===== src/hw/atl_pkg.sv =====
package atl_pkg;
  localparam int CLK_PERIOD_NS = 10;
  localparam int BUSY_WIDTH_NS = 400;
  localparam int BUSY_CYC = BUSY_WIDTH_NS / CLK_PERIOD_NS;
  localparam int VALID_NS = 640;
  localparam int VALID_CYC = (VALID_NS + CLK_PERIOD_NS - 1) / CLK_PERIOD_NS;
  localparam int HI_BITS = 8;
  localparam int BUSY_CNT_W = 8;
  localparam logic [BUSY_CNT_W-1:0] BUSY_CNT_RST = 8'h00;

  typedef struct packed {
    logic step_up;
    logic step_dn;
  } atl_step_t;
endpackage


===== src/hw/atl_core.sv =====
`timescale 1ns/1ps
module atl_core #(
  parameter int RES = 14
) (
  input wire logic clk,
  input wire logic arst_n,
  input wire atl_pkg::atl_step_t step,
  input wire logic hold_n,
  input wire logic en_hi_n,
  input wire logic en_lo_n,
  output logic [RES-1:0] data_out,
  output logic [RES-1:0] data_oe_n,
  output logic busy
);
  logic [1:0] hold_sync_ff;
  logic [1:0] enh_sync_ff;
  logic [1:0] enl_sync_ff;
  logic hold_d_ff;
  logic [RES-1:0] count_ff;
  logic [RES-1:0] nxt_count;
  logic [RES-1:0] latch_ff;
  logic [RES-1:0] nxt_latch;
  logic [atl_pkg::BUSY_CNT_W-1:0] busy_cnt_ff;
  logic [atl_pkg::BUSY_CNT_W-1:0] nxt_busy_cnt;
  logic busy_ff;
  logic nxt_busy;
  logic pend_ff;
  logic nxt_pend;
  logic [RES-1:0] oe_n_ff;
  logic [RES-1:0] nxt_oe_n;
  logic stepped;
  logic release_evt;
  logic [atl_pkg::BUSY_CNT_W-1:0] busy_run_ff;
  logic [atl_pkg::BUSY_CNT_W-1:0] nxt_busy_run;

  // Host pins are synchronised before use; step is same-domain loop logic.
  always_ff @(posedge clk or negedge arst_n) begin
    if (!arst_n) begin
      hold_sync_ff <= 2'h3;
      enh_sync_ff <= 2'h3;
      enl_sync_ff <= 2'h3;
      hold_d_ff <= 1'b1;
    end else begin
      hold_sync_ff <= {hold_sync_ff[0], hold_n};
      enh_sync_ff <= {enh_sync_ff[0], en_hi_n};
      enl_sync_ff <= {enl_sync_ff[0], en_lo_n};
      hold_d_ff <= hold_sync_ff[1];
    end
  end

  assign stepped = step.step_up ^ step.step_dn;
  assign release_evt = hold_sync_ff[1] & ~hold_d_ff;

  always_comb begin
    nxt_count = count_ff;
    if (step.step_up && !step.step_dn) begin
      nxt_count = count_ff + 1'b1;
    end else if (step.step_dn && !step.step_up) begin
      nxt_count = count_ff - 1'b1;
    end
  end

  // The busy pulse runs for its full width; a new step or release during a pulse
  // restarts it so the latch ends on the newest count whenever hold is high.
  always_comb begin
    nxt_busy_cnt = busy_cnt_ff;
    nxt_busy = busy_ff;
    nxt_latch = latch_ff;
    nxt_pend = pend_ff;
    if (stepped || release_evt) begin
      nxt_busy = 1'b1;
      nxt_busy_cnt = atl_pkg::BUSY_CNT_W'(atl_pkg::BUSY_CYC - 1);
      nxt_pend = 1'b1;
    end else if (busy_cnt_ff != atl_pkg::BUSY_CNT_RST) begin
      nxt_busy_cnt = busy_cnt_ff - 1'b1;
    end else if (busy_ff) begin
      nxt_busy = 1'b0;
    end
    // Latch loads the counter on the last busy cycle, only if a refresh is pending and hold is high.
    if (busy_ff && pend_ff && hold_sync_ff[1] && busy_cnt_ff == atl_pkg::BUSY_CNT_RST) begin
      nxt_latch = count_ff;
      if (!(stepped || release_evt)) begin
        nxt_pend = 1'b0;
      end
    end
  end

  always_comb begin
    for (int i = 0; i < RES; i++) begin
      if (i < atl_pkg::HI_BITS) begin
        nxt_oe_n[i] = enh_sync_ff[1];
      end else begin
        nxt_oe_n[i] = enl_sync_ff[1];
      end
    end
  end

  always_ff @(posedge clk or negedge arst_n) begin
    if (!arst_n) begin
      count_ff <= '0;
      latch_ff <= '0;
      busy_cnt_ff <= atl_pkg::BUSY_CNT_RST;
      busy_ff <= 1'b0;
      pend_ff <= 1'b0;
      oe_n_ff <= '1;
    end else begin
      count_ff <= nxt_count;
      latch_ff <= nxt_latch;
      busy_cnt_ff <= nxt_busy_cnt;
      busy_ff <= nxt_busy;
      pend_ff <= nxt_pend;
      oe_n_ff <= nxt_oe_n;
    end
  end

  // Bit index RES-1 is the MSB and goes out on output bit 0.
  genvar g;
  generate
    for (g = 0; g < RES; g++) begin : g_out
      assign data_out[g] = latch_ff[RES-1-g];
      assign data_oe_n[g] = oe_n_ff[g];
    end
  endgenerate
  assign busy = busy_ff;

  // Helper counter of busy-high cycles since the newest step or release.
  always_comb begin
    nxt_busy_run = busy_run_ff;
    if (stepped || release_evt) begin
      nxt_busy_run = atl_pkg::BUSY_CNT_RST;
    end else if (busy_ff) begin
      nxt_busy_run = busy_run_ff + 1'b1;
    end
  end

  always_ff @(posedge clk or negedge arst_n) begin
    if (!arst_n) begin
      busy_run_ff <= atl_pkg::BUSY_CNT_RST;
    end else begin
      busy_run_ff <= nxt_busy_run;
    end
  end

  // Assertions.
  frozen_latch_a: assert property (@(posedge clk) disable iff (!arst_n)
    !hold_sync_ff[1] && !$past(hold_sync_ff[1]) |-> $stable(latch_ff))
    else $error("latch changed during hold");
  count_track_a: assert property (@(posedge clk) disable iff (!arst_n)
    step.step_up && !step.step_dn |=> count_ff == $past(count_ff) + 1'b1)
    else $error("counter did not step up");
  release_busy_a: assert property (@(posedge clk) disable iff (!arst_n)
    release_evt |=> busy_ff)
    else $error("no busy after release");
  oe_hi_a: assert property (@(posedge clk) disable iff (!arst_n)
    oe_n_ff[0] == $past(enh_sync_ff[1]))
    else $error("high enable mismatch");
  oe_lo_a: assert property (@(posedge clk) disable iff (!arst_n)
    oe_n_ff[RES-1] == $past(enl_sync_ff[1]))
    else $error("low enable mismatch");
  busy_width_a: assert property (@(posedge clk) disable iff (!arst_n)
    $fell(busy_ff) |-> busy_run_ff == atl_pkg::BUSY_CNT_W'(atl_pkg::BUSY_CYC))
    else $error("busy width wrong");
  valid_hold_a: assert property (@(posedge clk) disable iff (!arst_n)
    $fell(hold_sync_ff[1]) ##1 !hold_sync_ff[1] |-> $stable(latch_ff))
    else $error("data not valid after hold");
  busy_fall_a: assert property (@(posedge clk) disable iff (!arst_n)
    $fell(busy_ff) && $past(hold_sync_ff[1]) |-> latch_ff == $past(count_ff))
    else $error("latch stale at busy fall");
  step_busy_a: assert property (@(posedge clk) disable iff (!arst_n)
    stepped |=> busy_ff)
    else $error("no busy after step");
  count_down_a: assert property (@(posedge clk) disable iff (!arst_n)
    step.step_dn && !step.step_up |=> count_ff == $past(count_ff) - 1'b1)
    else $error("counter did not step down");
  count_quiet_a: assert property (@(posedge clk) disable iff (!arst_n)
    !stepped |=> $stable(count_ff))
    else $error("counter moved without step");
  latch_busy_a: assert property (@(posedge clk) disable iff (!arst_n)
    !$stable(latch_ff) |-> $past(busy_ff))
    else $error("latch changed while not busy");
  latch_hold_a: assert property (@(posedge clk) disable iff (!arst_n)
    !$stable(latch_ff) |-> $past(hold_sync_ff[1]))
    else $error("latch changed under hold");
  pend_clear_a: assert property (@(posedge clk) disable iff (!arst_n)
    $fell(busy_ff) && $past(hold_sync_ff[1]) |-> !pend_ff)
    else $error("pending kept after refresh");
  release_pend_a: assert property (@(posedge clk) disable iff (!arst_n)
    release_evt |=> pend_ff)
    else $error("release refresh not pending");
  idle_cnt_a: assert property (@(posedge clk) disable iff (!arst_n)
    !busy_ff |-> busy_cnt_ff == atl_pkg::BUSY_CNT_RST)
    else $error("busy counter runs while idle");
  msb_first_a: assert property (@(posedge clk) disable iff (!arst_n)
    data_out[0] == latch_ff[RES-1])
    else $error("bit order wrong");
  keep_step_a: assert property (@(posedge clk) disable iff (!arst_n)
    stepped |=> pend_ff)
    else $error("step lost");

  step_cov: cover property (@(posedge clk) disable iff (!arst_n) $fell(busy_ff));
  hold_cov: cover property (@(posedge clk) disable iff (!arst_n)
    !hold_sync_ff[1] && stepped);
  rel_cov: cover property (@(posedge clk) disable iff (!arst_n) release_evt);
  read_cov: cover property (@(posedge clk) disable iff (!arst_n)
    !oe_n_ff[0] && !oe_n_ff[RES-1]);
endmodule


===== config.mk =====
export PLATFORM = sky130hd
export DESIGN_NAME = atl_core
export DESIGN_NICKNAME = d
export VERILOG_FILES = /design/src/hw/atl_pkg.sv /design/src/hw/atl_core.sv
export SDC_FILE = /design/constraint.sdc
export NUM_CORES = 1
export LEC_CHECK = 0
export ABC_AREA = 1
export BUFFER_PORTS_ARGS = -buffer_cell sky130_fd_sc_hd__buf_4
export CORE_ASPECT_RATIO = 2
export CORE_MARGIN = 3
export CORE_UTILIZATION = 34
export CTS_CLUSTER_DIAMETER = 100
export DETAILED_ROUTE_END_ITERATION = 8
export GPL_TIMING_DRIVEN = 0
export PLACE_DENSITY = 0.54
export SLEW_MARGIN = 20
export SYNTH_ARGS = -nofsm -noshare
export SYNTH_HDL_FRONTEND = slang
export SYNTH_SLANG_ARGS = --single-unit

===== constraint.sdc =====
create_clock -name clk -period 2 [get_ports clk]
set_clock_uncertainty 0.15 [all_clocks]
set_input_delay 0.1 -clock clk [delete_from_list [all_inputs] [get_ports clk]]
set_output_delay 0.1 -clock clk [all_outputs]
set_load 0.03 [all_outputs]

Word level (Yosys, flattened, before mapping)
Cells that the tools add are included.

operators by class
  mux-type cells = 9
  equality and inequality tests = 1
  add/subtract/negate cells = 3
  bitwise logic cells = 3
  reductions and logical operators = 12

operators with widths
  kind                                                                   count
  14-bit two-way mux                                                     2
  8-bit two-way mux                                                      2
  14-bit by 1-bit adder with 14-bit output (second input constant)       1
  14-bit by 1-bit subtractor with 14-bit output (second input constant)  1
  8-bit logical NOT                                                      1
  8-bit nonzero test                                                     1
  8-bit by 1-bit subtractor with 8-bit output (second input constant)    1
  1-bit logical AND                                                      5
  1-bit two-way mux                                                      5
  2-bit nonzero test                                                     2
  1-bit logical NOT                                                      2
  2-bit inequality test (second input constant)                          1
  1-bit AND                                                              1
  1-bit logical OR                                                       1
  1-bit inverter                                                         1
  1-bit XOR                                                              1

storage, ports and cells
  logic and storage cells = 38
  flip-flop bits (word level) = 54

Longest topological paths before layout
  depth after elaboration = 6
  gate-level depth with buffers = 13
  depth with buffers taken out = 13

Worst setup path before layout
OpenSTA, ideal clock, no wires.

  path type = input to register
  start point = input port step[0] (netlist name)
  end point = register count_ff[5]
  arrival time = 1.621 ns
  buffers on the path = 0
  stages = 11
  path slack = 0.094 ns
  cell sequence = inv_1 -> ha_1 -> inv_1 -> ha_1 -> nor2_1 -> inv_1 -> nand3_1 -> nand2_1 -> or2_2 -> nand3_1 -> o21ai_0

between the ends
  cells in the longest elaborated chain, start to end = 3

ends and longest elaborated chain
  element                                                   line             text
  start, declared                                           atl_core.sv:7    input wire atl_pkg::atl_step_t step,
  1-bit logical NOT                                         atl_core.sv:56   if (step.step_up && !step.step_dn) begin
  1-bit logical AND                                         atl_core.sv:56
  14-bit two-way mux or 2-bit nonzero test (tied branches)  -
  end signal, assigned                                      atl_core.sv:107  count_ff <= nxt_count;
  end, declared                                             atl_core.sv:19   logic [RES-1:0] count_ff;

Several ways; a longest one is shown, not always the timed one.
A chain may end at the register's enable or synchronous reset.

Final worst setup path
Same ends and word-level chain as after synthesis.

==> metrics.txt <==
status finished, final reports clean; DRC Markers 0; CTS clk-pin slew, worst paths 60 ps; Final Max Slew Viols 0; Worst Path Arrival 1940 ps; worst min-delay path class in2reg; final hold vios 0; ANT nets after route 0; Pre-Repair DR Iteration Count 4; initial DRC count 116; Peak VDD IR 434 uV; synthesized area per cell 7.87 um^2; Worst R2R Setup Slack 130 ps; clk buf depth 2; post-synthesis register bit count 47; total wire length 6460 um; detailed placement HPWL 4880 um; P_leak 1.80 nW; Post-synth top flop dfrtp_1; total negative slack 0 ps; GRT overflow 0; fin crit period 1950 ps; first-pass GRT wire length 10800 um; WP data required 2000 ps; CP Launch Type input pin; part of the cycle the worst path needs 0.973; Max Cap Viol 0; Max FO, Critical Path 11; Synth Warn # 0; Sink Count 47; clock root cell clkbuf_16; share of cells above drive strength 1 0.253; Synth top area share 0.348; most common cell in the netlist nand2_1; TritonCTS buffer count 5; Setup Crit Path Kind in2reg; Die Span X 69.4 um; TritonCTS clock tree done; diode count 0; maximum number of pins on one net before global-route repair 48; Final setup viols 0; Cell Area, Synth 2730 um^2; Worst-Skew Late Latency 290 ps; wire per inst 13.1 um; Layout Nets 422; final core occ 0.444; Post-Layout Cell Count 493; count of cell types in the netlist 34; via total after detailed routing 2330; I/O pin cnt 36; number of global-route vias before repair 2322; Rel. slew slack 0.556; port bufs 35; RSZ-0062 raised after global routing true; post-synth net total 371; core area 7710 um^2; maximum clock frequency 514 MHz; Tightest Pin Transition 661 ps; Seq/Total Area, Yosys 0.435; cell count after synthesis 347; initial antenna violation count 0; largest cells by area after synthesis dfrtp_1, nand2_1, dfstp_2; CP Capture Type flip-flop; Vias/cell 4.73; EDFF count, synth 0; Placed Cells 476; async set-reset flop share out of synthesis 1.00; Tot GR Track Use 0.145; depth of the CTS H-tree 2; Synth top cells by count nand2_1, inv_1, dfrtp_1; Initial Util 0.354; die area 9210 um^2; PwrDens 1150 nW/um^2; Rows 45; GPL Wtd Cong 0.798; die height 133 um; Yosys top cell by area dfrtp_1; Area Overhead vs Synth 25.2%
cell families (layout without fill, tap and decap cells):
kind of cell	after synthesis	after routing	synth area share
buffers and inverters	73	125	0.125
and+or+nand+nor	168	168	0.266
AOI/OAI and AO/OA	39	39	0.0847
xor gates and xnor gates	3	3	0.00962
adders and majority gates	17	17	0.0806
DFF	47	47	0.435
final cells by class:
| class | instances | area, um^2 |
|---|---|---|
| inverters | 56 | 216 |
| clock inverters | 3 | 15.0 |
| fillers | 752 | 4290 |
| well taps | 94 | 118 |
| plain buffers | 17 | 128 |
| clock buffers | 5 | 125 |
| flip-flops and latches | 47 | 1190 |
| multi-input cells | 227 | 1290 |
| repair buffers | 44 | 340 |
layer usage:
layer | global-route usage | wire length [um] | vias to the layer above | share of wire
li1 | - | - | 1178 | -
met1 | 0.146 | 2380 | 1063 | 0.37
met2 | 0.268 | 3470 | 65 | 0.54
met3 | 0.0213 | 273 | 24 | 0.042
met4 | 0.0967 | 347 | 0 | 0.054
met5 | 0 | 0 | - | 0
through the flow:
step / power, mW / worst slack, ps / cell area [um^2] / hold slack (ps)
global route: 4.29 / -19.0 / 3420 / 37.3
floorplan: 2.55 / 93.6 / 2730 / -346
detailed placement: 2.96 / -463 / 3110 / 1.50
CTS: 3.81 / 30.4 / 3340 / 37.7
global placement: 2.93 / -442 / 3110 / -3.33
finish: 3.93 / 53.7 / 3420 / 40.7
repair_timing:
action,in CTS,in global routing
cloned,0,0
hold buffers,4,0
setup endpoints to repair,8,7
hold endpoints to repair,41,0
gates resized for setup,5,11
setup buffers,3,2
state kept, by name, summed over array words and instances (netlist names):
| name | count |
|---|---|
| enl_sync_ff | 2 |
| busy | 1 |
| data_oe_n | 2 |
| busy_cnt_ff | 8 |
| enh_sync_ff | 2 |
| hold_d_ff | 1 |
| pend_ff | 1 |
| latch_ff | 14 |
| hold_sync_ff | 2 |
| count_ff | 14 |
worst paths after layout:
kind | from | endpoint | cells past startpoint
setup reg to reg | count_ff[2] | count_ff[5] | 8
hold reg to reg | hold_sync_ff[0] | hold_sync_ff[1] | 0
min in group asynchronous | arst_n | busy_cnt_ff[6] | 2
hold / removal | step[1] | count_ff[1] | 3
max in group asynchronous | arst_n | count_ff[13] | 2
setup / recovery | step[0] | count_ff[5] | 13
placed cells by master, fill, tap and decap left out, types with 2 or more instances in the layout:
cell type      count
nor2_2             6
clkinv_2           3
nand3_1           23
nand4_1            3
nor2_1            18
xor2_1             2
o21ai_1            2
a21oi_2            2
clkbuf_16          5
ha_1              10
dfstp_2            9
buf_6              2
nor3_1             2
o22ai_1            2
dfrtp_1           38
clkbuf_1           2
inv_1             54
ha_4               5
buf_4             53
a21oi_1           11
dlygate4sd3_1      4
o21ai_2            7
nor4_1             3
nand2_1          104
o21ai_0           12
where the power goes:
group | internal [mW] | total, mW | switching, mW | leakage, nW
sequential | 1.12 | 1.29 | 0.164 | 0.569
combinational | 0.709 | 1.84 | 1.13 | 1.16
clock | 0.456 | 0.803 | 0.347 | 0.0733
total | 2.29 | 3.93 | 1.64 | 1.80
worst max-delay path, cell delays in order:
cell	delay, ps
buf_4	110
inv_1	110
ha_4	180
clkinvlp_4	70
buf_4	190
ha_1	340
nor2_2	150
inv_1	50
nand3_1	100
nand2_2	100
or2_2	280
nand3_1	80
o21ai_0	80
Power figures use the tool's default switching activity.
